`config.mk`:
```
export PLATFORM = sky130hd
export DESIGN_NAME = mqws_top
export DESIGN_NICKNAME = d
export VERILOG_FILES = /design/src/inc/mqws_pkg.sv /design/src/core/mqws_buf2.sv /design/src/core/mqws_top.sv
export VERILOG_INCLUDE_DIRS = /design/src /design/src/inc
export SDC_FILE = /design/constraint.sdc
export NUM_CORES = 1
export LEC_CHECK = 0
export BUFFER_PORTS_ARGS = -buffer_cell sky130_fd_sc_hd__clkbuf_2
export CORE_ASPECT_RATIO = 0.5
export CORE_MARGIN = 8
export CORE_UTILIZATION = 50
export DETAILED_ROUTE_END_ITERATION = 10
export GPL_ROUTABILITY_DRIVEN = 0
export PLACE_DENSITY = 0.74
export SLEW_MARGIN = 10
export SYNTH_ARGS = -nofsm -noshare
export SYNTH_HDL_FRONTEND = slang
export SYNTH_SLANG_ARGS = --single-unit
```
`constraint.sdc`:
```
create_clock -name clk_sys -period 1.5 [get_ports clk_sys]
set_clock_uncertainty 0.15 [all_clocks]
set_input_delay 0.15 -clock clk_sys [delete_from_list [all_inputs] [get_ports clk_sys]]
set_output_delay 0.15 -clock clk_sys [all_outputs]
set_load 0.1 [all_outputs]
```
`src/inc/mqws_regs.svh`:
```
// constants for the multi-queue write port and flag-device selection block

`ifndef MQWS_REGS_SVH
`define MQWS_REGS_SVH

`define MQWS_ADDR_W 5
`define MQWS_QUEUE_W 2
`define MQWS_DEV_W 3
`define MQWS_QUEUE_LSB 0
`define MQWS_DEV_LSB 2
`define MQWS_DATA_W 36
`define MQWS_FLAG_W 4
`define MQWS_RST_QUEUE 2'h0
`define MQWS_RST_DEV 3'h0
`define MQWS_FLAG_IDLE 4'hF
`define MQWS_POLL_FIRST 3'h0
`define MQWS_ID_HOLD 2'h3

`endif
```
`src/inc/mqws_pkg.sv`:
```
// types shared by the multi-queue write port select block
`include "mqws_regs.svh"

package mqws_pkg;

   typedef logic [`MQWS_QUEUE_W-1:0] mqws_queue_t;
   typedef logic [`MQWS_DEV_W-1:0] mqws_dev_t;

   // pin group sampled on the write clock
   typedef struct packed {
      logic write_en_n;
      logic [`MQWS_ADDR_W-1:0] write_queue_address;
      logic queue_select_strobe;
      logic flag_select_strobe;
      logic flag_mode_polled;
      logic [`MQWS_DATA_W-1:0] data;
   } mqws_pins_s;

   // word handed to the queue memory
   typedef struct packed {
      mqws_queue_t queue;
      logic [`MQWS_DATA_W-1:0] data;
   } mqws_word_s;

   typedef enum logic [0:0] {
      MQWS_FLAG_DIRECT = 1'b0,
      MQWS_FLAG_POLLED = 1'b1
   } mqws_flag_mode_e;

endpackage

```
`src/core/mqws_buf2.sv`:
```
// two-entry valid/ready buffer between the write port and the queue memory
`timescale 1ns/100ps
`include "mqws_regs.svh"

module mqws_buf2
#(
   parameter int WIDTH = 38
)
(
   input wire logic clk_sys,
   input wire logic rst,
   input wire logic ce,
   input wire logic in_valid,
   output logic in_ready_q,
   input wire logic [WIDTH-1:0] in_data,
   output logic out_valid_q,
   input wire logic out_ready,
   output logic [WIDTH-1:0] out_data_q
);

   logic [WIDTH-1:0] tail_q;
   logic tail_v_q;
   logic push;
   logic pop;
   logic tail_v_d;

   assign push = in_valid && in_ready_q;
   assign pop = out_valid_q && out_ready;

   always_comb
   begin
      tail_v_d = tail_v_q;
      if (pop && tail_v_q)
         tail_v_d = 1'b0;
      else if (push && out_valid_q && !pop)
         tail_v_d = 1'b1;
   end

   // ******************************
   // head and tail storage
   // ******************************
   always_ff @(posedge clk_sys)
   begin
      if (rst)
      begin
         out_valid_q <= 1'b0;
         tail_v_q <= 1'b0;
         in_ready_q <= 1'b1;
         out_data_q <= '0;
         tail_q <= '0;
      end
      else if (ce)
      begin
         tail_v_q <= tail_v_d;
         // ready flop follows the tail so a stall is seen one cycle later, never lost
         in_ready_q <= !tail_v_d;
         if (pop)
         begin
            if (tail_v_q)
               out_data_q <= tail_q;
            else if (push)
               out_data_q <= in_data;
            out_valid_q <= tail_v_q || push;
         end
         else if (push && !out_valid_q)
         begin
            out_data_q <= in_data;
            out_valid_q <= 1'b1;
         end
         if (push && (tail_v_q ? pop : (out_valid_q && !pop)))
            tail_q <= in_data;
      end
   end

endmodule // mqws_buf2

```
`src/core/mqws_top.sv`:
```
// write-side queue and flag-device selection for a four-queue expandable buffer
`timescale 1ns/100ps
`include "mqws_regs.svh"

module mqws_top
   import mqws_pkg::*;
(
   input wire logic clk_sys,
   input wire logic rst,
   input wire logic ce,
   input wire logic write_en_n,
   input wire logic [`MQWS_ADDR_W-1:0] write_queue_address,
   input wire logic queue_select_strobe,
   input wire logic flag_select_strobe,
   input wire logic flag_mode_polled,
   input wire logic [`MQWS_DATA_W-1:0] write_data,
   input wire logic [`MQWS_DEV_W-1:0] device_id_strap,
   input wire logic [`MQWS_FLAG_W-1:0] queue_almost_full_n,
   output logic write_ready_q,
   output logic write_dropped_q,
   output logic word_valid_q,
   input wire logic word_ready,
   output mqws_word_s word_q,
   output logic [`MQWS_QUEUE_W-1:0] active_queue_q,
   output logic [`MQWS_FLAG_W-1:0] almost_full_flag_bus_q,
   output logic almost_full_flag_bus_oe_q,
   output logic flag_bus_sync_q
);

   // ******************************
   // pin synchronisers
   // ******************************
   mqws_pins_s pins_raw;
   mqws_pins_s pin_s1_q;
   mqws_pins_s pin_s2_q;
   mqws_pins_s pins_idle;
   logic [`MQWS_DEV_W-1:0] id_s1_q;
   logic [`MQWS_DEV_W-1:0] id_s2_q;

   assign pins_raw = '{write_en_n: write_en_n, write_queue_address: write_queue_address,
                       queue_select_strobe: queue_select_strobe, flag_select_strobe: flag_select_strobe,
                       flag_mode_polled: flag_mode_polled, data: write_data};

   always_comb
   begin
      pins_idle = '0;
      pins_idle.write_en_n = 1'b1;
   end

   // every write-port pin and the id strap see the same two-stage delay, so their relative timing is kept
   always_ff @(posedge clk_sys)
   begin
      if (rst)
      begin
         pin_s1_q <= pins_idle;
         pin_s2_q <= pins_idle;
         id_s1_q <= `MQWS_RST_DEV;
         id_s2_q <= `MQWS_RST_DEV;
      end
      else if (ce)
      begin
         pin_s1_q <= pins_raw;
         pin_s2_q <= pin_s1_q;
         id_s1_q <= device_id_strap;
         id_s2_q <= id_s1_q;
      end
   end

   // ******************************
   // device identity strap
   // ******************************
   logic [1:0] id_hold_q;
   mqws_dev_t dev_id_q;

   // strap is caught only in the first cycles after reset; later changes are ignored
   always_ff @(posedge clk_sys)
   begin
      if (rst)
      begin
         id_hold_q <= 2'h0;
         dev_id_q <= `MQWS_RST_DEV;
      end
      else if (ce && id_hold_q != `MQWS_ID_HOLD)
      begin
         id_hold_q <= id_hold_q + 2'h1;
         dev_id_q <= id_s2_q;
      end
   end

   // ******************************
   // address decode
   // ******************************
   mqws_queue_t addr_queue;
   mqws_dev_t addr_dev;
   logic addr_hit;
   logic qsel_hit;
   logic fsel_hit;

   assign addr_queue = pin_s2_q.write_queue_address[`MQWS_QUEUE_LSB +: `MQWS_QUEUE_W];
   assign addr_dev = pin_s2_q.write_queue_address[`MQWS_DEV_LSB +: `MQWS_DEV_W];
   assign addr_hit = addr_dev == dev_id_q;
   assign qsel_hit = pin_s2_q.queue_select_strobe && addr_hit;
   assign fsel_hit = pin_s2_q.flag_select_strobe && addr_hit;

   // ******************************
   // queue selection pipeline
   // ******************************
   logic pend_valid_q;
   mqws_queue_t pend_queue_q;

   always_ff @(posedge clk_sys)
   begin
      if (rst)
      begin
         pend_valid_q <= 1'b0;
         pend_queue_q <= `MQWS_RST_QUEUE;
      end
      else if (ce)
      begin
         pend_valid_q <= qsel_hit;
         if (qsel_hit)
            pend_queue_q <= addr_queue;
      end
   end

   always_ff @(posedge clk_sys)
   begin
      if (rst)
         active_queue_q <= `MQWS_RST_QUEUE;
      else if (ce && pend_valid_q)
         active_queue_q <= pend_queue_q;
   end

   // ******************************
   // write path
   // ******************************
   logic wr_req;
   logic buf_in_ready;
   mqws_word_s wr_word;

   // flag strobe does not block it
   assign wr_req = !pin_s2_q.write_en_n;
   assign wr_word = '{queue: active_queue_q, data: pin_s2_q.data};

   mqws_buf2 #(.WIDTH($bits(mqws_word_s))) u_buf
   (
      .clk_sys(clk_sys),
      .rst(rst),
      .ce(ce),
      .in_valid(wr_req),
      .in_ready_q(buf_in_ready),
      .in_data(wr_word),
      .out_valid_q(word_valid_q),
      .out_ready(word_ready),
      .out_data_q(word_q)
   );

   assign write_ready_q = buf_in_ready;

   // a write while the buffer is full cannot be held back at the pins, so it is reported
   always_ff @(posedge clk_sys)
   begin
      if (rst)
         write_dropped_q <= 1'b0;
      else if (ce)
         write_dropped_q <= wr_req && !buf_in_ready;
   end

   // ******************************
   // flag bus ownership
   // ******************************
   logic own_q;
   mqws_dev_t slot_q;
   logic drive;
   mqws_flag_mode_e flag_mode;

   assign flag_mode = mqws_flag_mode_e'(pin_s2_q.flag_mode_polled);

   always_ff @(posedge clk_sys)
   begin
      if (rst)
         own_q <= 1'b0;
      else if (ce && fsel_hit)
         own_q <= 1'b1;
   end

   always_ff @(posedge clk_sys)
   begin
      if (rst)
         slot_q <= `MQWS_POLL_FIRST;
      else if (ce)
      begin
         if (flag_mode == MQWS_FLAG_POLLED)
            slot_q <= slot_q + 3'h1;
         else
            slot_q <= `MQWS_POLL_FIRST;
      end
   end

   always_comb
   begin
      case (flag_mode)
         MQWS_FLAG_POLLED: drive = slot_q == dev_id_q;
         MQWS_FLAG_DIRECT: drive = own_q;
         default: drive = 1'b0;
      endcase
   end

   always_ff @(posedge clk_sys)
   begin
      if (rst)
      begin
         almost_full_flag_bus_q <= `MQWS_FLAG_IDLE;
         almost_full_flag_bus_oe_q <= 1'b0;
         flag_bus_sync_q <= 1'b0;
      end
      else if (ce)
      begin
         almost_full_flag_bus_q <= drive ? queue_almost_full_n : `MQWS_FLAG_IDLE;
         almost_full_flag_bus_oe_q <= drive;
         flag_bus_sync_q <= flag_mode == MQWS_FLAG_POLLED && slot_q == `MQWS_POLL_FIRST;
      end
   end
endmodule // mqws_top

```
==> summary.txt <==
GRT
  – Initial antenna violation count: 0
  – Maximum number of pins on one net before global-route repair: 44
  – Met1 demand-to-capacity share in global routing: 22.55%
  – Total congestion overflow: 0
  – Met2 Usage GRT: 31.64%
  – Wire length of the first global-routing pass: 29.30 mm
  – Overall routing resource usage: 18.42%
  – Met3 GRT Util: 4.250%
  – Number of global-route vias before repair: 6049
  – Global routing's busiest layer: met2

Worst hold path
  – Min-delay src: ce
  – Number of instances on the worst hold path: 4
  – Path category of the worst min-delay check: in -> reg

Setup path
  – Worst r2r path cells: 5
  – CP peak stage delay: 330 ps
  – Critical setup path kind: reg -> reg
  – Reg-to-Reg Start: pin_s2_q[44]
  – Element type at the critical path start: flip-flop
  – Slowest stage cell on the critical path: sky130_fd_sc_hd__dfxtp_2
  – Launching instance or port of the critical path: pin_s2_q[44]
  – Largest fanout of any net on the critical path: 27
  – Data arrival time of the worst path: 1820 ps
  – CP cell instances: and2b_4 -> o221a_4 -> buf_12 -> nor2_1 -> a311oi_2
  – Kind of end point of the critical path: flip-flop
  – Endpoint required time on the critical path: 1690 ps

Synthesis
  – Main combinational cell family by area after synthesis: simple AND/OR/NAND/NOR gates
  – Share of synthesized area spent on multiplexers: 13.09%
  – Synthesized-area fraction occupied by and/or/nand/nor cells: 17.69%
  – Combined area of all synthesized cells: 7646 sq um
  – Arithmetic-cell share of the synthesized area counting full adders, half adders and majority gates: 0.4909%
  – Post-synthesis cell count: 814
  – Average footprint of a synthesized cell: 9.393 sq um
  – Number of warning messages in the yosys log: 0
  – #FFs+latches synth: 196
  – Net count of the mapped netlist: 873
  – Count of cell types in the netlist: 37
  – Sequential-to-total area share from yosys stat: 51.32%
  – Synthesized-area fraction occupied by ao, oa, aoi and oai cells: 11.60%
  – Xor-xnor portion of the synthesized cell area: 0.9164%

Floorplanning
  – Row count: 32
  – Die Height: 103.4 um
  – Floorplan die area: 19750 sq um
  – Starting Density: 50.39%
  – Top-level I/O count: 105
  – Die width: 190.9 um
  – Core region area: 15170 sq um

Finish
  – Layout Area Growth over Synthesis: 31.14%
  – Final Instance Area: 10030 sq um
  – Number of inserted diodes: 0
  – Fraction of layout instances using a drive strength above 1: 23.74%
  – Number of nets in the layout: 1041
  – Final core utilization: 66.08%
  – Number of standard cells in the final layout excluding fillers: 1198

Routing
  – Vias per Instance: 5.100
  – Iteration count of the initial detailed-routing pass: 5
  – Count of antenna-violating nets left after detailed routing: 0
  – Detailed-route wire length: 18.09 mm
  – Total DRC errors in the routed layout: 0
  – Drt wl/cell: 15.10 um
  – Vias: 6110
  – DR iter-0 viols: 331

Timing
  – Transition time at the pin with the least slew margin: 852.4 ps
  – Max Slew Vio Count: 0
  – Setup repair after global routing missed its margin: true
  – Maximum operating frequency: 615.1 MHz
  – Worst Setup Slack, final: -125.7 ps
  – Final hold violations: 0
  – Period utilisation layout: 108.4%
  – Tightest slew margin relative to the limit: 43.17%
  – Post-route setup TNS: -2733 ps
  – Total setup violations reported at the end of the flow: 41
  – Clock period minus final worst setup slack: 1626 ps
  – Hold slack: 26.36 ps

Clock tree
  – Maximum buffer depth of the clock tree: 2
  – Clock root cell: sky130_fd_sc_hd__clkbuf_16
  – TritonCTS clock tree: yes
  – Clock-pin slew reported for the worst setup and hold paths after clock tree synthesis: 80 ps
  – TritonCTS buffer count: 17
  – Deepest level of the CTS H-tree: 4
  – Number of clock sinks: 196
  – Clock Latency Late Sink: 430 ps

Job
  – Max-capacitance violation count: 0

Place
  – Detailed placement HPWL: 11.64 mm
  – Worst Setup Slack post-DPL: -91.03 ps
  – Port Buf Inserts: 104
  – Total placed cells including tap cells: 1101
  – Cell area after placement: 8660 sq um

Power
  – Power density over the cells: 1128 nW/um^2
  – Leakage power of the design: 4.105 nW
  – Worst vdd ir: 749.5 uV
  – Power, Total: 11.31 mW

Run status
  – Status: finished, violations left
  – Violated checks: setup timing
==> synth_stat cells (all sizes together) <==
library cell / count / area share (%)
a21oi: 48 / 3.1
xnor2: 3 / 0.34
nor2: 153 / 7.6
mux2i: 100 / 13
a32oi: 1 / 0.11
a31oi: 2 / 0.16
nand2b: 5 / 0.41
nand3: 5 / 0.33
a311oi: 38 / 6.7
a211o: 2 / 0.23
o22ai: 4 / 0.33
and4: 1 / 0.11
dfxtp: 196 / 51
a41oi: 1 / 0.11
o21ai: 2 / 0.13
xor2: 5 / 0.57
nor2b: 3 / 0.25
o221a: 1 / 0.26
buf: 37 / 3.4
clkinv: 1 / 0.049
nor4b: 1 / 0.31
and3: 1 / 0.082
nor3: 1 / 0.065
o21bai: 4 / 0.39
ha: 3 / 0.49
clkbuf: 24 / 1.2
or4: 1 / 0.15
nand2: 164 / 8.1
inv: 4 / 0.20
nand4: 1 / 0.082
and2b: 1 / 0.13
and2: 1 / 0.11
==> layout by cell type (no fill, tap or decap), types with 4 or more instances in the layout <==
cell and n:
sky130_fd_sc_hd__o21bai_1 4, sky130_fd_sc_hd__mux2i_1 100, sky130_fd_sc_hd__buf_4 69, sky130_fd_sc_hd__a311oi_2 36, sky130_fd_sc_hd__dfxtp_1 188, sky130_fd_sc_hd__clkinv_4 4, sky130_fd_sc_hd__xor2_1 4, sky130_fd_sc_hd__inv_1 4
sky130_fd_sc_hd__clkbuf_4 5, sky130_fd_sc_hd__nor2_1 147, sky130_fd_sc_hd__dfxtp_2 5, sky130_fd_sc_hd__inv_8 4, sky130_fd_sc_hd__dlygate4sd3_1 61, sky130_fd_sc_hd__clkbuf_16 18, sky130_fd_sc_hd__nand2_1 164, sky130_fd_sc_hd__nor2_2 5
sky130_fd_sc_hd__clkbuf_2 53, sky130_fd_sc_hd__nand3_1 5, sky130_fd_sc_hd__buf_6 6, sky130_fd_sc_hd__nand2b_1 5, sky130_fd_sc_hd__a21oi_1 48, sky130_fd_sc_hd__buf_12 12, sky130_fd_sc_hd__o22ai_1 4
==> power breakdown <==
group	internal (mW)	leakage, nW	switching, mW
Clock	2.27	0.278	2.08
Sequential	5.39	1.60	0.123
Combinational	0.567	2.23	0.884
Total	8.23	4.10	3.08
==> worst max-delay path: cells and delay by family, from the launching register on <==
kind	cells	cell delay [ps]
AO/OA/AOI/OAI	2	500
AND/OR/NAND/NOR	2	350
buffers and inverters	1	200
flip-flops	1	330
==> layer usage <==
layer	part of all wire (%)	wire, um	vias to the layer above
li1	-	-	3068
met1	45	8132	2900
met2	49	8827	117
met3	4.5	819	25
met4	1.7	313	0
met5	0	0	-
==> registers in the layout, indices dropped and copies added, names as in the netlist <==
name                       cells
flag_mode                      1
id_hold_q                      2
write_dropped_q                1
pend_valid_q                   1
addr_queue                     2
u_buf.tail_v_q                 1
id_s2_q                        3
u_buf.in_ready_q               1
id_s1_q                        3
pend_queue_q                   2
flag_bus_sync_q                1
active_queue_q                 2
slot_q                         3
pin_s2_q                      39
own_q                          1
addr_dev                       3
dev_id_q                       3
almost_full_flag_bus_oe_q      1
u_buf.tail_q                  38
u_buf.out_data_q              38
almost_full_flag_bus_q         4
u_buf.out_valid_q              1
pin_s1_q                      45
==> cells by family after synthesis <==
kind of cell / after synthesis
buffers and inverters: 66
AOI/OAI and AO/OA: 103
xor gates and xnor gates: 8
adders and majority gates: 3
DFF: 196
muxes: 100
and+or+nand+nor: 338
==> worst paths after layout <==
| check | to | slack (ps) |
|---|---|---|
| max | u_buf.out_data_q[30] | -130 |
| min | flag_bus_sync_q | 30 |
| min reg2reg | pin_s2_q[44] | 300 |
| max reg2reg | u_buf.out_data_q[30] | -130 |
==> cell type report <==
class / instances / area (sq um)
Clock inverter: 12 / 113.9
Multi-Input combinational cell: 552 / 3413
Timing Repair Buffer: 210 / 1832
Tap cell: 204 / 255.2
Fill cell: 1158 / 5147
Inverter: 5 / 18.77
Sequential cell: 196 / 3941
Clock buffer: 19 / 452.9
==> timing repair <==
item	in CTS	in global routing
hold endpoints to repair	71	0
hold buffers	62	0
setup endpoints to repair	64	93
setup buffers	1	1
gates resized for setup	17	16
gates cloned	1	1
pin swaps	2	4
(Power assumes the default switching activity.)
